**src/verilog/uart_rx_cfg.svh**
```systemverilog
// Register offsets, field positions, reset values and timing counts
`ifndef UART_RX_CFG_SVH
`define UART_RX_CFG_SVH

`define ADDR_W 12
`define OFS_COMMAND 12'h000
`define OFS_SETTINGS 12'h004
`define OFS_STATUS 12'h014
`define OFS_HOLDING 12'h018
`define OFS_BAUD_DIV 12'h020

`define CMD_RX_RESET 4
`define CMD_RX_ON 5
`define CMD_RX_OFF 6
`define CMD_CLEAR_STATUS 8

`define SET_PAR_LO 9
`define SET_PAR_HI 11
`define SETTINGS_RESET 3'h0

`define ST_READY 0
`define ST_RX_ON 1
`define ST_OVERRUN 5
`define ST_FRAMING 6
`define ST_PARITY 7

`define DIV_W 17
`define DIV_RESET 17'h00000

`define OVERSAMPLE 5'h10
`define START_LOW_TICKS 4'h7
`define SUB_LAST 4'hf
`define DATA_BITS 3'h7

`endif

```
**src/verilog/uart_rx_pkg.sv**
```systemverilog
// Types shared by the receiver and baud generator
package uart_rx_pkg;
    typedef enum logic [1:0] {
        rx_off,
        rx_idle,
        rx_active
    } rx_mode_type;

    typedef enum {
        ph_start,
        ph_data,
        ph_parity,
        ph_stop
    } rx_phase_type;

    typedef enum logic [2:0] {
        par_even,
        par_odd,
        par_space,
        par_mark,
        par_none
    } parity_sel_type;
endpackage

```
**src/verilog/debug_uart_receiver_baud.sv**
```systemverilog
// Baud generator and asynchronous receiver with APB registers and DMA request
//
// Behaviour
// RL1 - Baud clock is master clock divided by sixteen times the divisor.
// RL2 - Divisor zero stops the baud clock and freezes the serial unit.
// RL3 - Divisor reaches 65536, giving rates from clock/16 down to clock/(16*65536).
// RL4 - Receiver off after reset; receiver-on command starts the start-bit search.
// RL5 - Receiver-off stops at once when idle, else after the current stop bit.
// RL6 - Receiver-reset aborts reception at once and disables, dropping partial data.
// RL7 - Start bit needs line low for more than seven sampling ticks.
// RL8 - Low pulses of seven ticks or fewer are ignored; search continues.
// RL9 - First data sample 24 ticks after falling edge, then every 16.
// RL10 - Asynchronous only, eight data bits with parity, no clock pin; parity settings 4 to 7 receive no parity bit.
// RL11 - One shared baud generator; no receive timeout, no guard time.
// RL12 - Finished character goes to holding register and sets ready flag.
// RL13 - Reading holding register by software or DMA clears ready flag.
// RL14 - Character completing while ready still set raises overrun flag.
// RL15 - Clear-status command clears overrun, parity and framing flags only.
// RL16 - Parity computed per selected type; mismatch sets parity flag with ready.
// RL17 - Parity flag stays set across later characters until clear-status.
// RL18 - Stop bit sampled low sets framing flag together with ready.
// RL19 - Frame is low start, eight data LSB first, optional parity, high stop.
// RL20 - Parity types: odd, even, fixed space, fixed mark.
// RL21 - Ready flag serves as the receive DMA request.
// RL22 - Receive line synchronised to master clock before qualification and sampling.
`include "uart_rx_cfg.svh"

module debug_uart_receiver_baud (
    input wire logic mclk,
    input wire logic reset_n,
    input wire logic psel,
    input wire logic penable,
    input wire logic pwrite,
    input wire logic [31:0] paddr,
    input wire logic [31:0] pwdata,
    output logic [31:0] prdata,
    output logic pready,
    output logic pslverr,
    input wire logic serial_in_line,
    input wire logic dma_read,
    output logic dma_request,
    output logic [7:0] dma_data,
    output logic baud_tick,
    output uart_rx_pkg::rx_mode_type rx_mode
);
    import uart_rx_pkg::*;

    // Bus decode
    wire logic access_cycle = psel & penable;
    wire logic bus_done = access_cycle & pready;
    wire logic [`ADDR_W-1:0] ofs = paddr[`ADDR_W-1:0];
    wire logic hit_command = ofs == `OFS_COMMAND;
    wire logic hit_settings = ofs == `OFS_SETTINGS;
    wire logic hit_status = ofs == `OFS_STATUS;
    wire logic hit_holding = ofs == `OFS_HOLDING;
    wire logic hit_baud = ofs == `OFS_BAUD_DIV;
    wire logic mapped = hit_command | hit_settings | hit_status | hit_holding | hit_baud;
    wire logic aligned = paddr[1:0] == 2'h0 && paddr[31:`ADDR_W] == '0;
    wire logic addr_ok = mapped & aligned;
    // Reads of write-only command and writes of read-only words are refused
    wire logic access_ok = addr_ok & ~(pwrite & (hit_status | hit_holding))
        & ~(~pwrite & hit_command);
    wire logic wr_done = bus_done & pwrite & access_ok;
    wire logic rd_done = bus_done & ~pwrite & access_ok;
    wire logic cmd_write = wr_done & hit_command;
    wire logic cmd_reset = cmd_write & pwdata[`CMD_RX_RESET];
    wire logic cmd_on = cmd_write & pwdata[`CMD_RX_ON];
    wire logic cmd_off = cmd_write & pwdata[`CMD_RX_OFF];
    wire logic cmd_clear = cmd_write & pwdata[`CMD_CLEAR_STATUS];
    wire logic holding_read = (rd_done & hit_holding) | dma_read; // [RL13]

    logic [`SET_PAR_HI-`SET_PAR_LO:0] parity_sel_reg;
    logic [`DIV_W-1:0] divisor_reg;
    logic [`DIV_W-1:0] presc_reg;
    logic [`DIV_W-1:0] presc_next;
    logic [3:0] baud_sub_reg;
    logic [3:0] baud_sub_next;
    logic sync1_reg;
    logic sync2_reg;
    logic sync3_reg;
    logic line_reg;
    rx_mode_type mode_reg;
    rx_mode_type mode_next;
    rx_phase_type phase_reg;
    rx_phase_type phase_next;
    logic [3:0] tick_cnt_reg;
    logic [3:0] tick_cnt_next;
    logic [2:0] bit_cnt_reg;
    logic [2:0] bit_cnt_next;
    logic [7:0] shift_reg;
    logic [7:0] shift_next;
    logic par_bit_reg;
    logic par_bit_next;
    logic off_pending_reg;
    logic off_pending_next;
    logic [7:0] holding_reg;
    logic ready_reg;
    logic overrun_reg;
    logic parity_err_reg;
    logic framing_reg;
    logic pready_reg;
    logic [31:0] prdata_reg;
    logic pslverr_reg;
    logic baud_tick_reg;

    // Sampling tick at sixteen times the baud rate
    wire logic div_zero = divisor_reg == '0; // [RL2]
    wire logic [`DIV_W-1:0] div_last = divisor_reg - `DIV_W'h1;
    // At or above the limit, so a lowered divisor never waits for a full wrap
    wire logic sample_tick = ~div_zero & (presc_reg >= div_last); // [RL1] [RL3]
    always_comb begin
        presc_next = presc_reg + `DIV_W'h1;
        if (div_zero | sample_tick) begin
            presc_next = '0;
        end
        baud_sub_next = baud_sub_reg;
        if (div_zero) begin
            baud_sub_next = 4'h0;
        end else if (sample_tick) begin
            baud_sub_next = baud_sub_reg + 4'h1;
        end
    end
    // Bit-period pulse offered to the transmitter
    wire logic baud_pulse = sample_tick & (baud_sub_reg == `SUB_LAST); // [RL1] [RL11]

    // Parity expected for the received data
    wire parity_sel_type par_sel = parity_sel_type'(parity_sel_reg);
    wire logic par_used = parity_sel_reg < 3'h4;
    logic par_expect;
    always_comb begin
        par_expect = 1'b0;
        unique case (par_sel)
            par_even: par_expect = ^shift_reg;
            par_odd: par_expect = ~^shift_reg;
            par_space: par_expect = 1'b0;
            par_mark: par_expect = 1'b1;
            default: par_expect = 1'b0;
        endcase
    end // [RL16] [RL20]

    // Receiver sequencing on sampling ticks
    wire logic at_sample = tick_cnt_reg == `SUB_LAST;
    wire logic stop_sampled = mode_reg == rx_active & phase_reg == ph_stop
        & sample_tick & at_sample;
    wire logic char_done = stop_sampled & ~cmd_reset;
    wire logic par_mismatch = par_used & (par_bit_reg != par_expect);
    always_comb begin
        mode_next = mode_reg;
        phase_next = phase_reg;
        tick_cnt_next = tick_cnt_reg;
        bit_cnt_next = bit_cnt_reg;
        shift_next = shift_reg;
        par_bit_next = par_bit_reg;
        off_pending_next = off_pending_reg;
        unique case (mode_reg)
            rx_off: begin
                tick_cnt_next = 4'h0;
                phase_next = ph_start;
                if (cmd_on & ~cmd_off) begin
                    mode_next = rx_idle; // [RL4]
                end
            end
            rx_idle: begin
                if (sample_tick) begin
                    if (line_reg) begin
                        tick_cnt_next = 4'h0; // [RL8]
                    end else if (tick_cnt_reg == `START_LOW_TICKS) begin
                        mode_next = rx_active; // [RL7]
                        phase_next = ph_data;
                        tick_cnt_next = 4'h0;
                        bit_cnt_next = 3'h0;
                    end else begin
                        tick_cnt_next = tick_cnt_reg + 4'h1;
                    end
                end
                if (cmd_off) begin
                    mode_next = rx_off; // [RL5]
                end
            end
            rx_active: begin
                if (cmd_off) begin
                    off_pending_next = 1'b1; // [RL5]
                end
                if (sample_tick) begin
                    tick_cnt_next = tick_cnt_reg + 4'h1; // [RL9]
                    if (at_sample) begin
                        unique case (phase_reg)
                            ph_data: begin
                                shift_next = {line_reg, shift_reg[7:1]}; // [RL19]
                                bit_cnt_next = bit_cnt_reg + 3'h1;
                                if (bit_cnt_reg == `DATA_BITS) begin // [RL10]
                                    phase_next = par_used ? ph_parity : ph_stop;
                                end
                            end
                            ph_parity: begin
                                par_bit_next = line_reg;
                                phase_next = ph_stop;
                            end
                            ph_stop: begin
                                mode_next = (off_pending_reg | cmd_off) ? rx_off : rx_idle;
                                off_pending_next = 1'b0;
                                phase_next = ph_start;
                            end
                            default: phase_next = ph_start;
                        endcase
                    end
                end
            end
            default: mode_next = rx_off;
        endcase
        if (cmd_reset) begin
            mode_next = rx_off; // [RL6]
            phase_next = ph_start;
            off_pending_next = 1'b0;
            tick_cnt_next = 4'h0;
        end
    end

    // Three-stage line capture, level taken when the last two agree
    always_ff @(posedge mclk) begin
        sync1_reg <= serial_in_line; // [RL22]
        sync2_reg <= sync1_reg;
        sync3_reg <= sync2_reg;
        if (!reset_n) begin
            line_reg <= 1'b1;
        end else if (sync2_reg == sync3_reg) begin
            line_reg <= sync3_reg;
        end
    end

    always_ff @(posedge mclk) begin
        if (!reset_n) begin
            presc_reg <= '0;
            baud_sub_reg <= 4'h0;
            baud_tick_reg <= 1'b0;
        end else begin
            presc_reg <= presc_next;
            baud_sub_reg <= baud_sub_next;
            baud_tick_reg <= baud_pulse;
        end
    end

    always_ff @(posedge mclk) begin
        if (!reset_n) begin
            mode_reg <= rx_off; // [RL4]
            phase_reg <= ph_start;
            tick_cnt_reg <= 4'h0;
            bit_cnt_reg <= 3'h0;
            shift_reg <= 8'h00;
            par_bit_reg <= 1'b0;
            off_pending_reg <= 1'b0;
        end else begin
            mode_reg <= mode_next;
            phase_reg <= phase_next;
            tick_cnt_reg <= tick_cnt_next;
            bit_cnt_reg <= bit_cnt_next;
            shift_reg <= shift_next;
            par_bit_reg <= par_bit_next;
            off_pending_reg <= off_pending_next;
        end
    end

    // Holding register and sticky flags; a set wins over a clear
    always_ff @(posedge mclk) begin
        if (!reset_n) begin
            holding_reg <= 8'h00;
            ready_reg <= 1'b0;
            overrun_reg <= 1'b0;
            parity_err_reg <= 1'b0;
            framing_reg <= 1'b0;
        end else begin
            if (char_done) begin
                holding_reg <= shift_reg; // [RL12]
            end
            ready_reg <= char_done | (ready_reg & ~holding_read); // [RL12] [RL13] [RL21]
            overrun_reg <= (char_done & ready_reg & ~holding_read)
                | (overrun_reg & ~cmd_clear); // [RL14] [RL15]
            parity_err_reg <= (char_done & par_mismatch)
                | (parity_err_reg & ~cmd_clear); // [RL16] [RL17] [RL15]
            framing_reg <= (char_done & ~line_reg)
                | (framing_reg & ~cmd_clear); // [RL18] [RL15]
        end
    end

    always_ff @(posedge mclk) begin
        if (!reset_n) begin
            parity_sel_reg <= `SETTINGS_RESET;
            divisor_reg <= `DIV_RESET;
        end else if (wr_done) begin
            if (hit_settings) begin
                parity_sel_reg <= pwdata[`SET_PAR_HI:`SET_PAR_LO];
            end
            if (hit_baud) begin
                divisor_reg <= pwdata[`DIV_W-1:0]; // [RL3]
            end
        end
    end

    // Read data selection
    logic [31:0] status_word;
    logic [31:0] read_word;
    always_comb begin
        status_word = 32'h00000000;
        status_word[`ST_READY] = ready_reg;
        status_word[`ST_RX_ON] = mode_reg != rx_off;
        status_word[`ST_OVERRUN] = overrun_reg;
        status_word[`ST_FRAMING] = framing_reg;
        status_word[`ST_PARITY] = parity_err_reg;
        read_word = 32'h00000000;
        if (hit_settings) begin
            read_word[`SET_PAR_HI:`SET_PAR_LO] = parity_sel_reg;
        end else if (hit_status) begin
            read_word = status_word;
        end else if (hit_holding) begin
            read_word[7:0] = holding_reg;
        end else if (hit_baud) begin
            read_word[`DIV_W-1:0] = divisor_reg;
        end
    end

    // One wait state: answer on the second access-phase edge
    always_ff @(posedge mclk) begin
        if (!reset_n) begin
            pready_reg <= 1'b0;
            prdata_reg <= 32'h00000000;
            pslverr_reg <= 1'b0;
        end else begin
            pready_reg <= access_cycle & ~pready_reg;
            pslverr_reg <= access_cycle & ~pready_reg & ~access_ok;
            if (access_cycle & ~pready_reg & ~pwrite & access_ok) begin
                prdata_reg <= read_word;
            end else if (bus_done) begin
                prdata_reg <= 32'h00000000;
            end
        end
    end

    assign prdata = prdata_reg;
    assign pready = pready_reg;
    assign pslverr = pslverr_reg;
    assign dma_request = ready_reg; // [RL21]
    assign dma_data = holding_reg;
    assign baud_tick = baud_tick_reg;
    assign rx_mode = mode_reg;
endmodule

```
**config.mk**
```make
export PLATFORM = sky130hd
export DESIGN_NAME = debug_uart_receiver_baud
export DESIGN_NICKNAME = d
export VERILOG_FILES = /design/src/verilog/uart_rx_pkg.sv /design/src/verilog/debug_uart_receiver_baud.sv
export VERILOG_INCLUDE_DIRS = /design/src /design/src/verilog
export SDC_FILE = /design/constraint.sdc
export NUM_CORES = 1
export LEC_CHECK = 0
export ABC_AREA = 1
export BUFFER_PORTS_ARGS = -buffer_cell sky130_fd_sc_hd__buf_2
export CORE_MARGIN = 3
export CORE_UTILIZATION = 50
export DETAILED_ROUTE_END_ITERATION = 12
export PLACE_DENSITY = 0.86
export SLEW_MARGIN = 5
export SYNTH_ARGS = -nofsm -noshare
export SYNTH_HDL_FRONTEND = slang
export SYNTH_SLANG_ARGS = --single-unit
```
**constraint.sdc**
```tcl
create_clock -name mclk -period 2.94 [get_ports mclk]
set_clock_uncertainty 0.15 [all_clocks]
set_input_delay 0.588 -clock mclk [delete_from_list [all_inputs] [get_ports mclk]]
set_output_delay 0.588 -clock mclk [all_outputs]
set_load 0.02 [all_outputs]
```
==> results.txt <==
The flow ran to the end, but the final reports show violations. The checks that failed: setup timing. The number of enable flip-flop cells after synthesis was 0. The path with the worst hold slack has its endpoint at sync1_reg. The count of cells along the worst hold path works out to 1.

For the worst flop-to-flop path, the logic depth is 24. Setup repair after global routing could not meet its margin everywhere. The kind of start point of the critical path was a flip-flop.

Registers are responsible for 49.0% of the overall power. Fraction of synthesis flops using an asynchronous set or reset pin: 0%. For this run the aggregate overflow at the end of global routing stands at 0. The clock tree buffer depth is 2. For the pin with the worst max-slew slack, the measured transition is 0.551 ns.

Across the run, the number of max-cap violations was 0. Counting every instance in the synthesized netlist gives 790. The tools report the peak supply drop as 0.479 mV.

The flop-to-flop setup slack came out at -0.26 ns. In this run the critical register-to-register path is launched from divisor_reg[1]. Clock transition time at the flip-flop clock pins of the worst setup and hold paths: 0.10 ns. The overall routing resource usage is 22.2%. The post-placement cell count is 1037, and the via count of the routed design is 5463. In this design, the critical path's most frequently occurring cell is sky130_fd_sc_hd__nand2_4. For this run, design rule violations remaining after detail routing come to 0. The signal on the critical path passes through inv_2 > nand3_2 > nor3_2 > nand2_1 > nor2_2 > nand2_2 > nor4_4 > xor2_1 > inv_1 > ha_4 > nand2_4 > nor2_2 > nand3_1 > nor2_1 > nor2_1 > nand3_2 > nand2_4 > nor2_4 > nand2_2 > nor2_4 > nand2_4 > inv_6 > nand2_1 > a21oi_1.

In the synthesized netlist the dominant register cell turns out to be sky130_fd_sc_hd__dfxtp_1. Per report_power, the combinational group accounts for 21.7% of the total. Maximum net fanout on the critical path: 6.

Horizontal extent of the die: 111 um. The internal power component was 1940 uW; the least setup slack across all paths after layout was -0.262 ns. The storage element area was 1960 sq um. The count of cell types in the netlist came out at 43. Compared with the post-synthesis result, the final layout area differs by 25.3%.

Iteration count of the initial detailed-routing pass: 5. Static timing analysis puts the maximum clock frequency at 312 MHz. Cells fill 65.7% of the core in the end.

The beginning of the worst hold path is serial_in_line. The run gives 3 as the CTS H-tree depth. The slowest stage of the critical path belongs to the cell sky130_fd_sc_hd__dfxtp_2. The shortest clock period the worst path allows after layout came out at 3.20 ns. The post-detailed-route via-to-cell ratio is 5.12.

Port buffering added 86 buffers. The run gives 98 as the number of sinks handled by clock tree synthesis. In the layout the commonest cells are 122 x sky130_fd_sc_hd__nand2_1, 120 x sky130_fd_sc_hd__nor2_1, 96 x sky130_fd_sc_hd__dfxtp_1. The congestion estimate from routability-driven global placement came to 0.885.

The logs give 0 for the remaining antenna violation count after routing and 0 for the hold violation total from the final report. For the worst setup path, the data arrival time is 3.37 ns. The tools report the relative contribution of the clock network to total power as 29.3%. Counting flops and latches in the post-synthesis netlist gives 98. The critical path is of the flip-flop to flip-flop type. The die covers 12300 sq um. The first global-routing pass estimated 22500 um of wire. The final standard cell count with taps included and fillers excluded was 1068; the net switching power was 943 uW. The worst stage delay on the critical path came out at 0.34 ns. The tools report the clock tree root buffer cell as sky130_fd_sc_hd__clkbuf_8. The share of total power consumed by net switching is 32.7%, and the share of layout cells above drive strength 1 is 27.8%. In this run the critical register-to-register path is captured at framing_reg. At the end of the flow, the number of nets in the layout was 1028. The tools report the initial antenna violation count as 0.

The effective utilization at floorplan came out at 52.4%. Element type at the critical path end: a flip-flop. Summed over all layers, the routed wires come to 14300 um.

The multi-input gate area in the final layout was 3320 sq um. The path class of the tightest hold or removal check is primary input to flip-flop. The largest net degree at the start of global routing is 29. TritonCTS built the clock tree. For the max-slew violation total from the final report, the log shows 0. Summing the sequential cell areas from Yosys gives 35.6% of the chip area.

The worst path uses 109% of the clock period. Yosys printed 0 warnings. STA puts the critical path data required time at 3.11 ns. The clock reaches the later pin of the worst-skew pair after 0.39 ns.

For the cell area after technology mapping, the log shows 5510 sq um. The power density relative to cell area is 418 nW/um^2, and the count of hold-fix buffers inserted at cts is 0. The total half-perimeter wirelength after legalization and detailed placement is 10500 um.

The initialized floorplan defines 37 standard-cell rows. The number of antenna cells inserted was 0; the vertical die dimension was 111 um. During I/O placement, the number of pins put on the boundary was 117.

The tools report the number of buffers created by CTS as 9. The run gives 63.2% as the normalized max-slew margin. After detailed routing, the average wire length per cell comes to 13.4 um. The tools report the via count of the first global-routing pass as 5018. The total area inside the core boundary comes to 10500 sq um. A synthesized cell averages 6.97 sq um. Leakage power: 0.00322 uW.

After the first detailed-routing iteration, the DRC count stood at 379. The most common library cell in the layout ignoring fill and taps was sky130_fd_sc_hd__nand2_1. The total setup violations reported at the end of the flow was 40; the number of fill cells was 846.
[cell families (layout without fill, tap and decap cells)]
group	Yosys count	in the layout	share of synthesized area, %
simple gates	370	371	30.2
fa+ha+maj	30	30	6.82
xor+xnor	26	26	4.13
flops	98	98	35.6
other cells	1	15	0.0681
compound gates	133	133	12.8
buf+inv	132	259	10.3
[critical path: cells and delay by family (launching register included)]
family,cells,cell delay [ns]
and+or+nand+nor,18,1.83
buffers and inverters,3,0.26
adders and majority gates,1,0.27
DFF,1,0.34
xor gates and xnor gates,1,0.16
AOI/OAI and AO/OA,1,0.11
[Yosys cell counts (2+ instances only)]
master / number / share of area (%)
sky130_fd_sc_hd__a21o_1: 2 / 0.27
sky130_fd_sc_hd__buf_2: 4 / 0.36
sky130_fd_sc_hd__nand2_4: 2 / 0.41
sky130_fd_sc_hd__nand3_1: 28 / 2.5
sky130_fd_sc_hd__inv_2: 10 / 0.68
sky130_fd_sc_hd__inv_1: 90 / 6.1
sky130_fd_sc_hd__o21ai_1: 2 / 0.18
sky130_fd_sc_hd__a21oi_1: 58 / 5.3
sky130_fd_sc_hd__ha_1: 30 / 6.8
sky130_fd_sc_hd__dfxtp_1: 98 / 36
sky130_fd_sc_hd__nor3b_1: 3 / 0.41
sky130_fd_sc_hd__a21oi_2: 2 / 0.32
sky130_fd_sc_hd__nand3_2: 3 / 0.55
sky130_fd_sc_hd__o21a_1: 5 / 0.68
sky130_fd_sc_hd__nor2_4: 5 / 1.0
sky130_fd_sc_hd__nor3_1: 30 / 2.7
sky130_fd_sc_hd__nor2_2: 7 / 0.80
sky130_fd_sc_hd__or2_2: 5 / 0.57
sky130_fd_sc_hd__nand2_2: 6 / 0.68
sky130_fd_sc_hd__nand2_1: 136 / 9.3
sky130_fd_sc_hd__xor2_1: 16 / 2.5
sky130_fd_sc_hd__nor2_1: 130 / 8.9
sky130_fd_sc_hd__clkbuf_1: 9 / 0.61
sky130_fd_sc_hd__nand4_1: 7 / 0.80
sky130_fd_sc_hd__xnor2_1: 10 / 1.6
sky130_fd_sc_hd__buf_4: 16 / 2.2
sky130_fd_sc_hd__a31oi_1: 2 / 0.23
sky130_fd_sc_hd__o21ai_0: 55 / 5.0
sky130_fd_sc_hd__nor4_1: 2 / 0.23
sky130_fd_sc_hd__o22ai_1: 4 / 0.45
[cell type report]
cell class	instances	share of cell area, %
clock buffer	9	1.79
clock inverter	7	0.888
inverter	101	5.60
multi-input combinational	575	48.1
sequential	98	28.5
tap	136	2.47
timing repair buffer	141	12.6
timing repair inverter	1	0.0906
[how the worst max path moves through the flow]
stage                         from              to  slack [ns]
CTS                 divisor_reg[0]      rx_mode[1]       -0.23
floorplan           divisor_reg[2]     overrun_reg       -0.05
finish              divisor_reg[1]     framing_reg       -0.26
global placement    divisor_reg[1]     overrun_reg       -0.21
global route        divisor_reg[0]  bit_cnt_reg[1]       -0.49
detailed placement  divisor_reg[1]     framing_reg       -0.29
[metrics by stage]
stage               setup WS, ns  power (uW)  hold slack (ns)  setup TNS, ns  instance area, sq um
floorplan                -0.0508        1810            0.160         -0.403                  5610
global placement          -0.208        1940            0.161          -5.33                  6330
detailed placement        -0.287        1950            0.162          -8.22                  6330
CTS                       -0.228        2790            0.134          -5.97                  6600
global route              -0.494        3030            0.140         -19.50                  6900
finish                    -0.262        2880            0.154          -7.83                  6900
[power groups by stage]
stage	Clock, uW	Sequential [uW]	Combinational (uW)
6_report	845	1410	625
5_1_grt	912	1420	701
2_1_floorplan	0	1450	368
3_5_place_dp	0	1440	510
4_1_cts	856	1410	521
3_3_place_gp	0	1440	497
[repair_timing]
action / in CTS / in global routing
pin swaps: 1 / 18
cloned: 2 / 0
endpoints found under the setup margin: 50 / 55
gates resized for setup: 20 / 63
buffers inserted: 1 / 12
[routing by layer]
| metal | part of all wire, % | global-route usage (%) | vias to the layer above |
|---|---|---|---|
| met5 | 0 | 0 | - |
| met1 | 41 | 26.4 | 2471 |
| met4 | 3.0 | 8.37 | 0 |
| li1 | - | - | 2786 |
| met2 | 50 | 38.9 | 168 |
| met3 | 5.8 | 4.86 | 38 |
Power figures use the tool's default switching activity.
